`src/rtl/irq_event_router_pkg.sv`:
```
package irq_event_router_pkg;

    // register byte offsets; no offsets are printed, these are local
    localparam logic [7:0] OFF_IRQ_SEL_B = 8'h00;
    localparam logic [7:0] OFF_IRQ_SEL_C = 8'h04;
    localparam logic [7:0] OFF_EVT_SEL = 8'h08;
    localparam logic [7:0] OFF_MEM_PRIO = 8'h0C;
    localparam logic [7:0] OFF_IRQ_STATUS = 8'h10;
    localparam logic [7:0] OFF_IRQ_MASK = 8'h14;

    localparam int SEL_W = 5;
    localparam int FIELD_STRIDE = 8;
    localparam int NUM_SRC = 32;
    localparam int NUM_IRQ_B = 4;
    localparam int NUM_EVT = 4;
    localparam int NUM_OUT = 9;

    // writable bits of each register; all others read as zero
    localparam logic [31:0] SEL_FOUR_MASK = 32'h1F1F1F1F;
    localparam logic [31:0] SEL_ONE_MASK = 32'h0000001F;
    localparam logic [31:0] PRIO_MASK = 32'h011FFFFE;
    localparam logic [31:0] STAT_MASK = 32'h00001FFF;

    localparam int PRIO_COPY_BIT = 24;
    localparam int PRIO_LO_BIT = 1;
    localparam int PRIO_HI_BIT = 20;

    localparam logic [31:0] REG_RESET = 32'h00000000;

    // bit n is set where source code n carries a real source
    localparam logic [31:0] SRC_VALID_MASK = 32'h3FF36FBF;

endpackage

```
`src/rtl/source_select.sv`:
```
`timescale 1ns/100ps
`default_nettype none
module source_select
    import irq_event_router_pkg::*;
(
    // sources and selection
    input wire logic [NUM_SRC-1:0] sources,
    input wire logic [SEL_W-1:0] sel,
    // routed level
    output logic routed
);
    // reserved codes gate the output low instead of passing a dead input
    wire logic codeValid = SRC_VALID_MASK[sel];
    assign routed = codeValid & sources[sel];
endmodule
`default_nettype wire

```
`src/rtl/wb_reg_slave.sv`:
```
`timescale 1ns/100ps
`default_nettype none
module wb_reg_slave
    import irq_event_router_pkg::*;
(
    // clock and reset
    input wire logic clk_sys,
    input wire logic rstn,
    // wishbone
    input wire logic wb_cyc_i,
    input wire logic wb_stb_i,
    input wire logic wb_we_i,
    input wire logic [7:0] wb_adr_i,
    input wire logic [3:0] wb_sel_i,
    input wire logic [31:0] wb_dat_i,
    output logic wb_ack_o,
    output logic wb_err_o,
    // decoded write
    output logic wrEn,
    output logic [31:0] wrMask,
    output logic mapped
);
    wire logic req = wb_cyc_i & wb_stb_i & ~wb_ack_o & ~wb_err_o;
    assign mapped = (wb_adr_i == OFF_IRQ_SEL_B) | (wb_adr_i == OFF_IRQ_SEL_C) |
        (wb_adr_i == OFF_EVT_SEL) | (wb_adr_i == OFF_MEM_PRIO) |
        (wb_adr_i == OFF_IRQ_STATUS) | (wb_adr_i == OFF_IRQ_MASK);
    // write lands on the same edge the ack is raised
    assign wrEn = req & wb_we_i & mapped;
    assign wrMask = {{8{wb_sel_i[3]}}, {8{wb_sel_i[2]}}, {8{wb_sel_i[1]}}, {8{wb_sel_i[0]}}};

    always_ff @(posedge clk_sys or negedge rstn) begin
        if (!rstn) begin
            wb_ack_o <= 1'b0;
            wb_err_o <= 1'b0;
        end else begin
            wb_ack_o <= req & mapped;
            wb_err_o <= req & ~mapped;
        end
    end
endmodule
`default_nettype wire

```
`src/rtl/imaging_irq_event_router.sv`:
```
// The implementer's own choices: the register offsets and register access over Wishbone.
`timescale 1ns/100ps
`default_nettype none
module imaging_irq_event_router
    import irq_event_router_pkg::*;
(
    // clock and reset
    input wire logic clk_sys,
    input wire logic rstn,
    // wishbone slave
    input wire logic wb_cyc_i,
    input wire logic wb_stb_i,
    input wire logic wb_we_i,
    input wire logic [7:0] wb_adr_i,
    input wire logic [3:0] wb_sel_i,
    input wire logic [31:0] wb_dat_i,
    output logic [31:0] wb_dat_o,
    output logic wb_ack_o,
    output logic wb_err_o,
    // imaging sources, same clock
    input wire logic [NUM_SRC-1:0] sources,
    // routed outputs
    output logic [NUM_IRQ_B-1:0] irqHigh,
    output logic irqLast,
    output logic [NUM_EVT-1:0] evtOut,
    // table memory control
    output logic rgbTableCopyEn,
    output logic [PRIO_HI_BIT:PRIO_LO_BIT] tablePrio,
    // block interrupt
    output logic irqOut
);
    logic [31:0] irqSelB_q;
    logic [31:0] irqSelC_q;
    logic [31:0] event_route_sel_q;
    logic [31:0] memPrio_q;
    logic [31:0] status_q;
    logic [31:0] mask_q;
    logic [NUM_OUT-1:0] routed_q;
    wire logic [NUM_OUT-1:0] routedD;
    logic [NUM_IRQ_B-1:0] irqHighD;
    logic [NUM_EVT-1:0] evtD;
    logic irqLastD;
    logic wrEn;
    logic [31:0] wrMask;
    logic mapped;

    wb_reg_slave u_bus (
        .clk_sys(clk_sys),
        .rstn(rstn),
        .wb_cyc_i(wb_cyc_i),
        .wb_stb_i(wb_stb_i),
        .wb_we_i(wb_we_i),
        .wb_adr_i(wb_adr_i),
        .wb_sel_i(wb_sel_i),
        .wb_dat_i(wb_dat_i),
        .wb_ack_o(wb_ack_o),
        .wb_err_o(wb_err_o),
        .wrEn(wrEn),
        .wrMask(wrMask),
        .mapped(mapped)
    );

    wire logic wrSelB = wrEn & (wb_adr_i == OFF_IRQ_SEL_B);
    wire logic wrSelC = wrEn & (wb_adr_i == OFF_IRQ_SEL_C);
    wire logic wrEvt = wrEn & (wb_adr_i == OFF_EVT_SEL);
    wire logic wrPrio = wrEn & (wb_adr_i == OFF_MEM_PRIO);
    wire logic wrStat = wrEn & (wb_adr_i == OFF_IRQ_STATUS);
    wire logic wrMaskReg = wrEn & (wb_adr_i == OFF_IRQ_MASK);

    // reserved bits are dropped at write time so they can never read back
    wire logic [31:0] nextSelB = (irqSelB_q & ~wrMask) | (wb_dat_i & wrMask & SEL_FOUR_MASK);
    wire logic [31:0] nextSelC = (irqSelC_q & ~wrMask) | (wb_dat_i & wrMask & SEL_ONE_MASK);
    wire logic [31:0] nextEvt = (event_route_sel_q & ~wrMask) | (wb_dat_i & wrMask & SEL_FOUR_MASK);
    wire logic [31:0] nextPrio = (memPrio_q & ~wrMask) | (wb_dat_i & wrMask & PRIO_MASK);
    wire logic [31:0] nextMask = (mask_q & ~wrMask) | (wb_dat_i & wrMask & STAT_MASK);

    always_ff @(posedge clk_sys or negedge rstn) begin
        if (!rstn) begin
            irqSelB_q <= REG_RESET;
            irqSelC_q <= REG_RESET;
            event_route_sel_q <= REG_RESET;
            memPrio_q <= REG_RESET;
            mask_q <= REG_RESET;
        end else begin
            if (wrSelB) irqSelB_q <= nextSelB;
            if (wrSelC) irqSelC_q <= nextSelC;
            if (wrEvt) event_route_sel_q <= nextEvt;
            if (wrPrio) memPrio_q <= nextPrio;
            if (wrMaskReg) mask_q <= nextMask;
        end
    end

    property p_resv_c;
        @(posedge clk_sys) disable iff (!rstn)
        irqSelC_q[31:5] == 27'h0000000;
    endproperty
    a_resv_c: assert property (p_resv_c)
        else $error("reserved bits of third selection register set");

    property p_prio0;
        @(posedge clk_sys) disable iff (!rstn)
        memPrio_q[0] == 1'b0 && memPrio_q[23:21] == 3'h0;
    endproperty
    a_prio0: assert property (p_prio0)
        else $error("reserved priority bits set");

    property p_resv_sel;
        @(posedge clk_sys) disable iff (!rstn)
        (irqSelB_q & ~SEL_FOUR_MASK) == 32'h0 && (event_route_sel_q & ~SEL_FOUR_MASK) == 32'h0;
    endproperty
    a_resv_sel: assert property (p_resv_sel)
        else $error("reserved selection bits stored");

    // one selector per output; outputs 0-3 irq, 4 last irq, 5-8 events
    genvar g;
    generate
        for (g = 0; g < NUM_OUT; g++) begin : g_route
            logic [SEL_W-1:0] fieldSel;
            if (g < NUM_IRQ_B) begin : g_b
                assign fieldSel = irqSelB_q[g*FIELD_STRIDE +: SEL_W];
            end else if (g == NUM_IRQ_B) begin : g_c
                assign fieldSel = irqSelC_q[SEL_W-1:0];
            end else begin : g_e
                assign fieldSel = event_route_sel_q[(g-NUM_IRQ_B-1)*FIELD_STRIDE +: SEL_W];
            end
            source_select u_sel (
                .sources(sources),
                .sel(fieldSel),
                .routed(routedD[g])
            );
        end
    endgenerate

    assign irqHighD = routedD[NUM_IRQ_B-1:0];
    assign irqLastD = routedD[NUM_IRQ_B];
    assign evtD = routedD[NUM_OUT-1:NUM_IRQ_B+1];

    property p_route_b;
        @(posedge clk_sys) disable iff (!rstn)
        irqHigh[0] == $past(SRC_VALID_MASK[irqSelB_q[4:0]] & sources[irqSelB_q[4:0]]);
    endproperty
    a_route_b: assert property (p_route_b)
        else $error("irq output 4 not following its field");

    property p_route_b5;
        @(posedge clk_sys) disable iff (!rstn)
        irqHigh[1] == $past(SRC_VALID_MASK[irqSelB_q[12:8]] & sources[irqSelB_q[12:8]]);
    endproperty
    a_route_b5: assert property (p_route_b5)
        else $error("irq output 5 not following its field");

    property p_route_b6;
        @(posedge clk_sys) disable iff (!rstn)
        irqHigh[2] == $past(SRC_VALID_MASK[irqSelB_q[20:16]] & sources[irqSelB_q[20:16]]);
    endproperty
    a_route_b6: assert property (p_route_b6)
        else $error("irq output 6 not following its field");

    property p_route_b7;
        @(posedge clk_sys) disable iff (!rstn)
        irqHigh[3] == $past(SRC_VALID_MASK[irqSelB_q[28:24]] & sources[irqSelB_q[28:24]]);
    endproperty
    a_route_b7: assert property (p_route_b7)
        else $error("irq output 7 not following its field");

    property p_route_c;
        @(posedge clk_sys) disable iff (!rstn)
        irqLast == $past(SRC_VALID_MASK[irqSelC_q[4:0]] & sources[irqSelC_q[4:0]]);
    endproperty
    a_route_c: assert property (p_route_c)
        else $error("irq output 8 not following its field");

    property p_evt0;
        @(posedge clk_sys) disable iff (!rstn)
        evtOut[0] == $past(SRC_VALID_MASK[event_route_sel_q[4:0]] & sources[event_route_sel_q[4:0]]);
    endproperty
    a_evt0: assert property (p_evt0)
        else $error("event output 0 wrong");

    property p_evt1;
        @(posedge clk_sys) disable iff (!rstn)
        evtOut[1] == $past(SRC_VALID_MASK[event_route_sel_q[12:8]] & sources[event_route_sel_q[12:8]]);
    endproperty
    a_evt1: assert property (p_evt1)
        else $error("event output 1 wrong");

    property p_evt2;
        @(posedge clk_sys) disable iff (!rstn)
        evtOut[2] == $past(SRC_VALID_MASK[event_route_sel_q[20:16]] & sources[event_route_sel_q[20:16]]);
    endproperty
    a_evt2: assert property (p_evt2)
        else $error("event output 2 wrong");

    property p_evt3;
        @(posedge clk_sys) disable iff (!rstn)
        evtOut[3] == $past(SRC_VALID_MASK[event_route_sel_q[28:24]] & sources[event_route_sel_q[28:24]]);
    endproperty
    a_evt3: assert property (p_evt3)
        else $error("event output 3 wrong");

    property p_evt3_resv;
        @(posedge clk_sys) disable iff (!rstn)
        ($past(event_route_sel_q[28:24]) == 5'h0C) |-> !evtOut[3];
    endproperty
    a_evt3_resv: assert property (p_evt3_resv)
        else $error("event output 3 active on reserved code");

    property p_resv_route;
        @(posedge clk_sys) disable iff (!rstn)
        ($past(irqSelC_q[4:0]) inside {5'h06, 5'h0C, 5'h0F, 5'h12, 5'h13, 5'h1E, 5'h1F})
            |-> !irqLast;
    endproperty
    a_resv_route: assert property (p_resv_route)
        else $error("irq output 8 active on an empty code");

    // registered outputs cost one cycle of latency versus the source
    always_ff @(posedge clk_sys or negedge rstn) begin
        if (!rstn) begin
            irqHigh <= '0;
            irqLast <= 1'b0;
            evtOut <= '0;
            routed_q <= '0;
        end else begin
            irqHigh <= irqHighD;
            irqLast <= irqLastD;
            evtOut <= evtD;
            routed_q <= routedD;
        end
    end

    always_ff @(posedge clk_sys or negedge rstn) begin
        if (!rstn) begin
            rgbTableCopyEn <= 1'b0;
            tablePrio <= '0;
        end else begin
            rgbTableCopyEn <= memPrio_q[PRIO_COPY_BIT];
            tablePrio <= memPrio_q[PRIO_HI_BIT:PRIO_LO_BIT];
        end
    end

    property p_copy;
        @(posedge clk_sys) disable iff (!rstn)
        wrPrio && wrMask[24] |-> ##2 rgbTableCopyEn == $past(wb_dat_i[24], 2);
    endproperty
    a_copy: assert property (p_copy)
        else $error("rgb copy enable not following write");

    property p_copy_out;
        @(posedge clk_sys) disable iff (!rstn)
        rgbTableCopyEn == $past(memPrio_q[24]);
    endproperty
    a_copy_out: assert property (p_copy_out)
        else $error("rgb copy enable not following its bit");

    property p_prio_out;
        @(posedge clk_sys) disable iff (!rstn)
        tablePrio == $past(memPrio_q[20:1]);
    endproperty
    a_prio_out: assert property (p_prio_out)
        else $error("table priority outputs not following their bits");

    // sticky status: rising edge of each routed output; set beats clear
    wire logic [NUM_OUT-1:0] riseEv = routedD & ~routed_q;
    wire logic [31:0] riseWide = {{(32-NUM_OUT){1'b0}}, riseEv};
    wire logic [31:0] clrBits = wrStat ? (wb_dat_i & wrMask) : 32'h00000000;
    wire logic [31:0] statusD = ((status_q & ~clrBits) | riseWide) & STAT_MASK;

    always_ff @(posedge clk_sys or negedge rstn) begin
        if (!rstn) begin
            status_q <= REG_RESET;
            irqOut <= 1'b0;
        end else begin
            status_q <= statusD;
            irqOut <= |(statusD & mask_q);
        end
    end

    property p_irq;
        @(posedge clk_sys) disable iff (!rstn)
        irqOut == |($past(statusD) & $past(mask_q));
    endproperty
    a_irq: assert property (p_irq)
        else $error("interrupt output mismatch");

    property p_status_set;
        @(posedge clk_sys) disable iff (!rstn)
        ({evtOut, irqLast, irqHigh} & ~$past({evtOut, irqLast, irqHigh}) & ~status_q[8:0]) == '0;
    endproperty
    a_status_set: assert property (p_status_set)
        else $error("routed rise not latched in status");

    // read mux; reserved bits are already zero in storage
    wire logic [31:0] rdData =
        (wb_adr_i == OFF_IRQ_SEL_B) ? irqSelB_q :
        (wb_adr_i == OFF_IRQ_SEL_C) ? irqSelC_q :
        (wb_adr_i == OFF_EVT_SEL) ? event_route_sel_q :
        (wb_adr_i == OFF_MEM_PRIO) ? memPrio_q :
        (wb_adr_i == OFF_IRQ_STATUS) ? status_q :
        (wb_adr_i == OFF_IRQ_MASK) ? mask_q : 32'h00000000;

    always_ff @(posedge clk_sys or negedge rstn) begin
        if (!rstn) begin
            wb_dat_o <= 32'h00000000;
        end else if (wb_cyc_i & wb_stb_i & ~wb_we_i & mapped) begin
            wb_dat_o <= rdData;
        end
    end

    property p_ack_pulse;
        @(posedge clk_sys) disable iff (!rstn)
        wb_ack_o |=> !wb_ack_o;
    endproperty
    a_ack_pulse: assert property (p_ack_pulse)
        else $error("bus ack held longer than one cycle");

    property p_ack_req;
        @(posedge clk_sys) disable iff (!rstn)
        (wb_ack_o || wb_err_o) |-> $past(wb_cyc_i && wb_stb_i);
    endproperty
    a_ack_req: assert property (p_ack_req)
        else $error("bus answer without a request");

    property p_rdata_c;
        @(posedge clk_sys) disable iff (!rstn)
        (wb_ack_o && !wb_we_i && wb_adr_i == OFF_IRQ_SEL_C) |-> wb_dat_o[31:5] == 27'h0000000;
    endproperty
    a_rdata_c: assert property (p_rdata_c)
        else $error("reserved bits of third selection register read as one");
endmodule
`default_nettype wire

```
`config.mk`:
```
export PLATFORM = sky130hd
export DESIGN_NAME = imaging_irq_event_router
export DESIGN_NICKNAME = d
export VERILOG_FILES = /design/src/rtl/irq_event_router_pkg.sv /design/src/rtl/source_select.sv /design/src/rtl/wb_reg_slave.sv /design/src/rtl/imaging_irq_event_router.sv
export SDC_FILE = /design/constraint.sdc
export NUM_CORES = 1
export LEC_CHECK = 0
export BUFFER_PORTS_ARGS = -buffer_cell sky130_fd_sc_hd__buf_4
export CAP_MARGIN = 20
export CELL_PAD_IN_SITES_DETAIL_PLACEMENT = 1
export CELL_PAD_IN_SITES_GLOBAL_PLACEMENT = 1
export CORE_MARGIN = 5
export CORE_UTILIZATION = 42
export CTS_CLUSTER_SIZE = 10
export DETAILED_ROUTE_END_ITERATION = 10
export GPL_ROUTABILITY_DRIVEN = 0
export PLACE_DENSITY = 0.86
export RECOVER_POWER = 25
export SLEW_MARGIN = 20
export SYNTH_ARGS = -nofsm -noshare
export SYNTH_HDL_FRONTEND = slang
export SYNTH_SLANG_ARGS = --single-unit
```
`constraint.sdc`:
```
create_clock -name clk_sys -period 2.7 [get_ports clk_sys]
set_clock_uncertainty 0.05 [all_clocks]
set_input_delay 0.54 -clock clk_sys [delete_from_list [all_inputs] [get_ports clk_sys]]
set_output_delay 0.54 -clock clk_sys [all_outputs]
set_load 0.01 [all_outputs]
```
==> run_results.csv, run 1 <==
group,metric,value,unit
pwr,p_leak,6.87,nW
critical_path,crit_path_end_kind,"flop",
critical_path,cp_data_required_time,3070,ps
finish,nets,1398,
global_route,globalRoute.totalOverflow,0,
drt,wl,43.4,mm
synthesis,synthCells,1128,
drt,first_pass_iteration_count_of_the_detailed_router,5,
global_route,first_pass_grt_wire_length,67.3,mm
critical_path,worstRegToRegCells,7,
floorplanning,num_rows,63,
critical_path,critPathArrivalTime,2960,ps
cts,cts_root_buf,"sky130_fd_sc_hd__clkbuf_16",
drt,drc,0,
cts,clk_latency,550,ps
timing,finalSetupViolations,0,
critical_path,path_class,"in -> reg",
outcome,failed_checks,"capacitance limit, slew limit",
cts,tritoncts_num_sinks,238,
outcome,run_status,"finished with violations",
min_path,worst_hold_path_type,"in -> reg",
synthesis,synth_enable_flop_cells,0,
finish,layout_common_cells,"236 x sky130_fd_sc_hd__dfrtp_1, 206 x sky130_fd_sc_hd__buf_4, 110 x sky130_fd_sc_hd__nand2_1",
timing,finalCritPeriodShare,96.1,%
floorplanning,core,0.0294,mm^2
drt,post_drt_via_cell_ratio,6.13,
synthesis,synth_fp_nets,1218,
timing,post-route-min-period,2600,ps
synthesis,yosys_register_bits,238,
finish,antennaDiodeCount,0,
drt,detailroute.via_count,10400,
timing,worst_hold_slack,166,ps
synthesis,synthDistinctLibCells,62,
synthesis,mappedNetlistArea,0.0124,mm^2
timing,relSlewSlack,-17.2,%
cts,htreeDepth,1,
critical_path,worstSetupStartpointType,"primary input",
timing,drv_slew,65,
synthesis,syn_area_per_cell,11.0,um^2
synthesis,postSynth.asyncResetShare,100,%
placed_design,port_buffers,139,
global_route,grt_antenna_before_repair,0,
global_route,grt_max_degree,68,
finish,final_layout_size_suffix_gt1_share,29.6,%
drt,final_antenna_net_count,0,
cts,ctsLongestPathBuffers,3,
floorplanning,die_h,182,um
finish,syn2layout_area_growth,22.6,%
placed_design,detailedPlacementHpwl,30.5,mm
job,max-cap-violations,1,
timing,grt_setup_unrepaired,"no",
synthesis,ys.flop_type,"sky130_fd_sc_hd__dfrtp_1",
min_path,min_path_cells,2,
timing,setup_total_negative_slack,0,ps
pwr,power_density,504,mW/mm^2
placed_design,cell_area_placed,0.0145,mm^2
critical_path,cp_max_fanout,11,
pwr,irDropWorstVdd,0.000508,V
synthesis,synth.yosys.warnings,0,
floorplanning,die_x,182,um
drt,avgRoutedWirePerCell,25.5,um
finish,post-route-util,51.9,%
global_route,globalRouteTotalUtil,25.7,%
drt,detailedRoute.firstIterationViolations,946,
synthesis,synthDominantCellAreaShare,47.9,%
floorplanning,boundaryPins,146,
cts,clock_tree_from_tritoncts,"yes",
timing,tightestPinTransition,1760,ps
global_route,first_global_vias,11400,
finish,design_area,0.0153,mm^2
cts,post-cts-setup-buffer-count,0,
synthesis,netlist_top_cells_area,"sky130_fd_sc_hd__dfrtp_1 48%, sky130_fd_sc_hd__mux2_2 8.5%, sky130_fd_sc_hd__mux2i_1 8.0%",
timing,hold_viol_final,0,
cts,path_clk_slew,60,ps
synthesis,yosys.area.top_type,"sky130_fd_sc_hd__dfrtp_1",
cts,tritoncts.num_buffers,28,
synthesis,sequential_share_of_the_synthesized_area,47.9,%
finish,leading_cell_type_in_the_layout_fill_and_taps_excluded,"sky130_fd_sc_hd__dfrtp_1",
floorplanning,fp.dieArea,0.0332,mm^2
timing,timing.fmax,385,MHz
floorplanning,initial_standard_cell_utilization_of_the_core,42.3,%
## kinds of logic (layout without fill, tap and decap cells)
logic type / count (synthesis) / in the layout / share of synthesized area (%)
adders and majority gates: 9 / 9 / 0.905
and+or+nand+nor: 330 / 330 / 13.7
AOI/OAI and AO/OA: 215 / 215 / 11.6
muxes: 227 / 227 / 22.5
xor gates and xnor gates: 1 / 1 / 0.0704
DFF: 238 / 238 / 47.9
buffers and inverters: 108 / 292 / 3.34
## layout make-up
class / instances / area [um^2]
clock buffers: 31 / 722
clock inverters: 3 / 76.3
fillers: 3163 / 14100
inverters: 37 / 139
multi-input cells: 782 / 6090
flip-flops and latches: 238 / 5960
well taps: 390 / 488
repair buffers: 221 / 1780
## timing repair
| item | 4_1_cts | 5_1_grt |
|---|---|---|
| hold buffers | 1 | 0 |
| resized for setup | 0 | 5 |
| endpoints found under the hold margin | 61 | 0 |
| setup endpoints to repair | 0 | 16 |
## critical path, stage by stage
cell and delay, ps:
sky130_fd_sc_hd__buf_4 110, sky130_fd_sc_hd__or4_4 550, sky130_fd_sc_hd__nor4_4 280, sky130_fd_sc_hd__buf_6 170, sky130_fd_sc_hd__buf_4 190, sky130_fd_sc_hd__a31oi_1 160, sky130_fd_sc_hd__a32oi_1 410, sky130_fd_sc_hd__o2111ai_1 200
sky130_fd_sc_hd__a2111oi_2 240, sky130_fd_sc_hd__nand3_1 110
## power by group
part | internal (mW) | switching [mW] | leakage, nW
registers | 3.59 | 0.0202 | 3.23
logic | 0.237 | 0.351 | 3.24
clock network | 2.05 | 1.43 | 0.390
total | 5.88 | 1.80 | 6.87
## path summary, 6_finish.rpt
check / slack [ps] / startpoint / end
min in group asynchronous: 940 / rstn / mask_q[23]
worst max register to register: 150 / flop / irqOut
worst max-delay path: 100 / wb_adr_i[2] / irqOut
max in group asynchronous: 410 / rstn / async pin
worst min register to register: 350 / flop / tablePrio[14]
worst min-delay path: 170 / wb_dat_i[13] / flop
## synthesized netlist by cell type (all sizes together) (25+ instances only)
| cell | count |
|---|---|
| mux2 | 94 |
| nand2 | 110 |
| nor2 | 37 |
| and2 | 85 |
| inv | 37 |
| dfrtp | 238 |
| o21ai | 57 |
| mux4 | 33 |
| a21oi | 27 |
| nand3 | 25 |
| clkbuf | 55 |
| mux2i | 100 |
## routing by layer
layer  vias up  routed length [um]  track usage (%)
li1       4472                   -                -
met1      5334               17000             33.2
met2       486               21500             44.0
met3       138                3150             3.75
met4         0                1750             9.94
met5         -                   0                0
## stage by stage
stage	total power, mW	std cells	setup slack [ps]
6_report	7.68	1702	105
4_1_cts	7.74	1702	43.0
5_1_grt	7.91	1702	2.88
3_3_place_gp	4.24	1667	-492
3_5_place_dp	4.26	1667	-515
2_1_floorplan	3.88	1128	-351
Note: power is estimated with default switching activity, not from simulation.
==> inputs of run 2 (changes only) <==
- REMOVE_ABC_BUFFERS: not set -> 1
==> run 2 against run 1 <==
Net effect:
- the run now ends clean
- sequential share of layout area is 0.087 points higher
- die area stayed put
- hold slack better by 21 ps
==> run_results.csv, run 2 (same netlist as run 1, synthesis figures left out) <==
group,metric,value,unit
cts,tritoncts.num_buffers,28,
finish,final_layout_size_suffix_gt1_share,30.0,%
pwr,p_seq_share,48.3,%
pwr,power_density,492,mW/mm^2
cts,htreeDepth,1,
cts,clock_tree_from_tritoncts,"yes",
timing,setup_total_negative_slack,0,ps
placed_design,dpl.cell_count,1668,
critical_path,path_class,"in -> reg",
global_route,first_global_vias,11500,
timing,timing.fmax,373,MHz
cts,ctsLongestPathBuffers,3,
outcome,run_status,"completed",
drt,detailedRoute.firstIterationViolations,832,
floorplanning,boundaryPins,146,
timing,finalCritPeriodShare,99.4,%
timing,relSlewSlack,19.5,%
pwr,p_leak,6.85,nW
cts,post-cts-setup-buffer-count,0,
floorplanning,die_h,182,um
critical_path,critPathSlowestCell,"sky130_fd_sc_hd__or4b_4",
critical_path,crit_chain,"buf_4 -> or4b_4 -> nor4_4 -> buf_4 -> a31oi_1 -> or4_1 -> a2111o_1 -> a2111oi_4 -> nand3_1",
critical_path,crit_path_end_kind,"flop",
finish,syn2layout_area_growth,22.4,%
finish,design_area,0.0152,mm^2
pwr,share_comb_of_total_power,7.7,%
min_path,hold_path.startpoint,"wb_dat_i[14]",
drt,final_antenna_net_count,0,
global_route,globalRoute.totalOverflow,0,
pwr,irDropWorstVdd,0.000414,V
min_path,worst_hold_path_type,"in -> reg",
floorplanning,die_x,182,um
placed_design,cell_area_placed,0.0144,mm^2
finish,instances_no_fill,1702,
critical_path,critical_path.max_stage_delay,550,ps
drt,wl,42.3,mm
cts,clk_latency,530,ps
placed_design,detailedPlacementHpwl,29.7,mm
floorplanning,core,0.0294,mm^2
drt,detailroute.via_count,10400,
critical_path,worstRegToRegCells,7,
min_path,min_path_cells,2,
finish,fillCellCount,3182,
timing,post-route-min-period,2680,ps
finish,leading_cell_type_in_the_layout_fill_and_taps_excluded,"sky130_fd_sc_hd__dfrtp_1",
critical_path,critPathArrivalTime,3040,ps
global_route,grt_antenna_before_repair,0,
critical_path,cp_max_fanout,6,
timing,hold_viol_final,0,
pwr,pwr-share-clk,44.1,%
global_route,first_pass_grt_wire_length,66.9,mm
timing,finalSetupViolations,0,
critical_path,cp_data_required_time,3060,ps
critical_path,worstSetupStartpointType,"primary input",
placed_design,port_buffers,139,
finish,layout_common_cells,"236 x sky130_fd_sc_hd__dfrtp_1, 210 x sky130_fd_sc_hd__buf_4, 110 x sky130_fd_sc_hd__nand2_1",
pwr,p_sw,1.76,mW
floorplanning,num_rows,63,
placed_design,pre_cts_ws,-510,ps
job,max-cap-violations,0,
finish,seq_area,0.00596,mm^2
critical_path,worst_setup_path_startpoint,"wb_adr_i[6]",
critical_path,critical-path-top-cell-by-count,"sky130_fd_sc_hd__buf_4",
global_route,globalRouteTotalUtil,25.3,%
floorplanning,initial_standard_cell_utilization_of_the_core,42.3,%
finish,antennaDiodeCount,0,
pwr,switching_share,23.5,%
cts,cts_root_buf,"sky130_fd_sc_hd__clkbuf_16",
timing,worst_slack_setup_final,16.6,ps
drt,post_drt_via_cell_ratio,6.10,
finish,nets,1399,
timing,drv_slew,0,
drt,avgRoutedWirePerCell,24.9,um
global_route,grt_max_degree,73,
finish,multi_input_comb_area,0.00611,mm^2
pwr,cellInternalPower,5.73,mW
cts,tritoncts_num_sinks,238,
drt,first_pass_iteration_count_of_the_detailed_router,5,
timing,tightestPinTransition,1210,ps
cts,path_clk_slew,60,ps
floorplanning,fp.dieArea,0.0332,mm^2
drt,drc,0,
timing,grt_setup_unrepaired,"yes",
run 2: critical path, delay by kind of cell:
kind	cells	cell delay (ps)
AOI/OAI and AO/OA	3	740
buffers and inverters	2	300
and+or+nand+nor	4	1460
run 2: timing repair:
item,4_1_cts,5_1_grt
gates resized for setup,0,6
hold buffers,1,0
endpoints found under the hold margin,39,0
endpoints found under the setup margin,0,34
run 2: power by group through the flow:
stage / clock network [mW] / registers, mW / logic (mW)
6_report: 3.30 / 3.61 / 0.573
5_1_grt: 3.51 / 3.61 / 0.615
4_1_cts: 3.36 / 3.61 / 0.571
3_5_place_dp: 0 / 3.68 / 0.565
3_3_place_gp: 0 / 3.68 / 0.550
2_1_floorplan: 0 / 3.68 / 0.155
run 2: worst paths after layout:
check | endpoint | slack, ps
setup / recovery | irqOut | 20
hold / removal | flop | 190
setup reg to reg | irqOut | 70
hold reg to reg | rgbTableCopyEn | 360
max in group asynchronous | async pin | 570
min in group asynchronous | tablePrio[1] | 750
run 2: per-layer routing:
| layer | share of wire, % | wire (um) | track usage [%] | vias up |
|---|---|---|---|---|
| met5 | 0 | 0 | 0 | - |
| met3 | 5.6 | 2380 | 3.49 | 131 |
| met1 | 41 | 17300 | 32.7 | 5393 |
| met2 | 49 | 20900 | 43.3 | 392 |
| met4 | 4.1 | 1760 | 9.73 | 0 |
| li1 | - | - | - | 4463 |
run 2: layout make-up:
type                            instances  area share, %
Multi-Input combinational cell        782           40.1
Sequential cell                       238           39.1
Timing Repair Buffer                  222           11.6
Clock buffer                           31           4.88
Tap cell                              390           3.21
Inverter                               37          0.912
Clock inverter                          2         0.0904
run 2: per-stage QoR:
step	power (mW)	hold slack [ps]	util [%]
2_1_floorplan	3.83	194	-
3_3_place_gp	4.23	333	49.1
3_5_place_dp	4.24	338	49.1
4_1_cts	7.54	176	51.7
5_1_grt	7.74	184	51.8
6_report	7.49	188	51.8
==> inputs of run 3 (changes only) <==
==> constraint.sdc (replaced) <==
create_clock -name clk_sys -period 2.7 [get_ports clk_sys]
set_clock_uncertainty 0.05 [all_clocks]
set_input_delay 0.135 -clock clk_sys [delete_from_list [all_inputs] [get_ports clk_sys]]
set_output_delay 0.135 -clock clk_sys [all_outputs]
set_load 0.01 [all_outputs]
==> run 3 against run 2 <==
Net effect:
- the flow now finishes with violations (hold timing, capacitance limit, slew limit)
- highest routed layer unchanged
- die area did not move
- design area increased by 0.33%
- wire length about the same
- via count shrank 0.56%
- largest power group unchanged
- maximum frequency is 2.9% higher
- critical path depth down 1
- utilization grew 0.17 points
- sequential cell count unchanged
- hold slack got worse by 190 ps
==> run_results.csv, run 3 (same netlist as run 1, synthesis figures left out) <==
group,metric,value,unit
outcome,run_status,"finished with violations",
outcome,failed_checks,"hold timing, capacitance limit, slew limit",
pwr,pwr-share-clk,44.0,%
critical_path,setup.reg_to_reg.worst_slack,90,ps
finish,final_layout_size_suffix_gt1_share,27.8,%
cts,clock_tree_from_tritoncts,"yes",
finish,layout_common_cells,"235 x sky130_fd_sc_hd__dfrtp_1, 190 x sky130_fd_sc_hd__buf_4, 109 x sky130_fd_sc_hd__nand2_1",
finish,syn2layout_area_growth,22.8,%
floorplanning,core,0.0294,mm^2
drt,post_drt_via_cell_ratio,6.04,
critical_path,cp_data_required_time,3060,ps
critical_path,worstSetupStartpointType,"flop",
cts,tritoncts_num_sinks,238,
timing,grt_setup_unrepaired,"no",
pwr,total_power,7.54,mW
pwr,cellInternalPower,5.77,mW
critical_path,worstRegToRegCells,8,
job,max-cap-violations,1,
cts,clk_latency,540,ps
pwr,irDropWorstVdd,0.000487,V
drt,first_pass_iteration_count_of_the_detailed_router,6,
pwr,p_leak,6.82,nW
timing,hold_viol_final,2,
global_route,first_global_vias,11500,
drt,drc,0,
cts,cts_root_buf,"sky130_fd_sc_hd__clkbuf_16",
timing,post-route-min-period,2610,ps
critical_path,crit_path_end_kind,"flop",
global_route,globalRoute.totalOverflow,0,
min_path,min_delay_worst_endpoint,"u_bus.wb_ack_o",
critical_path,cp_max_fanout,8,
timing,finalCritPeriodShare,96.6,%
drt,avgRoutedWirePerCell,24.8,um
placed_design,dpl.cell_count,1642,
pwr,share_comb_of_total_power,8.1,%
timing,timing.fmax,384,MHz
min_path,worst_hold_path_type,"in -> reg",
drt,detailedRoute.firstIterationViolations,947,
global_route,first_pass_grt_wire_length,66.6,mm
min_path,min_path_cells,4,
global_route,grt_max_degree,78,
floorplanning,die_h,182,um
floorplanning,num_rows,63,
pwr,p_seq_share,47.9,%
cts,path_clk_slew,50,ps
cts,tritoncts.num_buffers,28,
floorplanning,boundaryPins,146,
timing,relSlewSlack,-42.7,%
critical_path,path_class,"reg -> reg",
placed_design,detailedPlacementHpwl,28.8,mm
cts,htreeDepth,1,
finish,antennaDiodeCount,0,
drt,wl,42.3,mm
timing,finalSetupViolations,0,
critical_path,reg2reg_to,"irqOut",
pwr,switching_share,23.5,%
timing,tightestPinTransition,2140,ps
placed_design,port_buffers,139,
pwr,power_density,494,mW/mm^2
global_route,globalRouteTotalUtil,25.2,%
finish,instances_no_fill,1708,
timing,worst_hold_slack,-4.49,ps
finish,nets,1403,
timing,drv_slew,75,
finish,leading_cell_type_in_the_layout_fill_and_taps_excluded,"sky130_fd_sc_hd__dfrtp_1",
drt,final_antenna_net_count,0,
floorplanning,initial_standard_cell_utilization_of_the_core,42.3,%
global_route,grt_antenna_before_repair,0,
drt,detailroute.via_count,10300,
floorplanning,fp.dieArea,0.0332,mm^2
min_path,hold_path.startpoint,"wb_stb_i",
pwr,p_sw,1.77,mW
critical_path,critPathArrivalTime,2970,ps
timing,setup_total_negative_slack,0,ps
cts,post-cts-setup-buffer-count,0,
finish,post-route-util,51.9,%
floorplanning,die_x,182,um
cts,ctsLongestPathBuffers,3,
[run 3: cell types whose count changed in the layout (fill, tap and decap cells not counted), sizes merged]
cell and delta:
clkinv -1, clkbuf +2, buf -25, dlygate4sd3 +30
[run 3: timing repair]
| action | CTS | global route |
|---|---|---|
| hold endpoints to repair | 163 | 0 |
| setup endpoints to repair | 0 | 27 |
| gates resized for setup | 0 | 7 |
| hold buffers | 31 | 0 |
[run 3: metal layers]
layer / vias to the layer above / global-route usage, % / wire, um
li1: 4467 / - / -
met1: 5341 / 32.0 / 17100
met2: 390 / 43.5 / 21100
met3: 123 / 3.85 / 2550
met4: 0 / 9.37 / 1590
met5: - / 0 / 0
[run 3: worst max path at each step]
stage	endpoint	depth (start not counted)	from	slack, ps
5_1_grt	irqOut	7	flop	10
3_3_place_gp	irqOut	9	wb_adr_i[2]	-100
6_report	irqOut	8	flop	90
2_1_floorplan	flop	7	wb_adr_i[5]	-330
3_5_place_dp	irqOut	9	wb_adr_i[2]	-130
4_1_cts	irqOut	8	u_bus.wb_ack_o	60
[run 3: cell type report]
class	count	area, um^2
Inverter	37	139
Timing Repair Buffer	226	1810
Clock buffer	34	754
Multi-Input combinational cell	782	6110
Fill cell	3116	14100
Sequential cell	238	5960
Tap cell	390	488
Clock inverter	1	8.76
[run 3: power by group through the flow]
stage	clock (mW)	sequential, mW	combinational, mW
after detailed placement	0	3.67	0.563
after global routing	3.51	3.61	0.651
after global placement	0	3.67	0.547
after CTS	3.37	3.61	0.604
after floorplan	0	3.68	0.155
final	3.32	3.61	0.610
[run 3: metrics by stage]
step / worst slack [ps] / instance area (um^2) / hold WS [ps]
global route: 10.8 / 15300 / 7.44
global placement: -96.7 / 14200 / 113
floorplan: -326 / 12200 / -211
detailed placement: -134 / 14200 / 120
finish: 92.8 / 15300 / -4.49
CTS: 62.7 / 15200 / 21.2
[run 3: critical path, stage by stage, from the launching register on]
cell,delay (ps)
sky130_fd_sc_hd__dfrtp_1,480
sky130_fd_sc_hd__buf_4,210
sky130_fd_sc_hd__nor2b_1,290
sky130_fd_sc_hd__a22oi_1,190
sky130_fd_sc_hd__nand3_1,130
sky130_fd_sc_hd__nand4_1,260
sky130_fd_sc_hd__a2111o_1,470
sky130_fd_sc_hd__a2111oi_2,290
sky130_fd_sc_hd__nand3_1,110
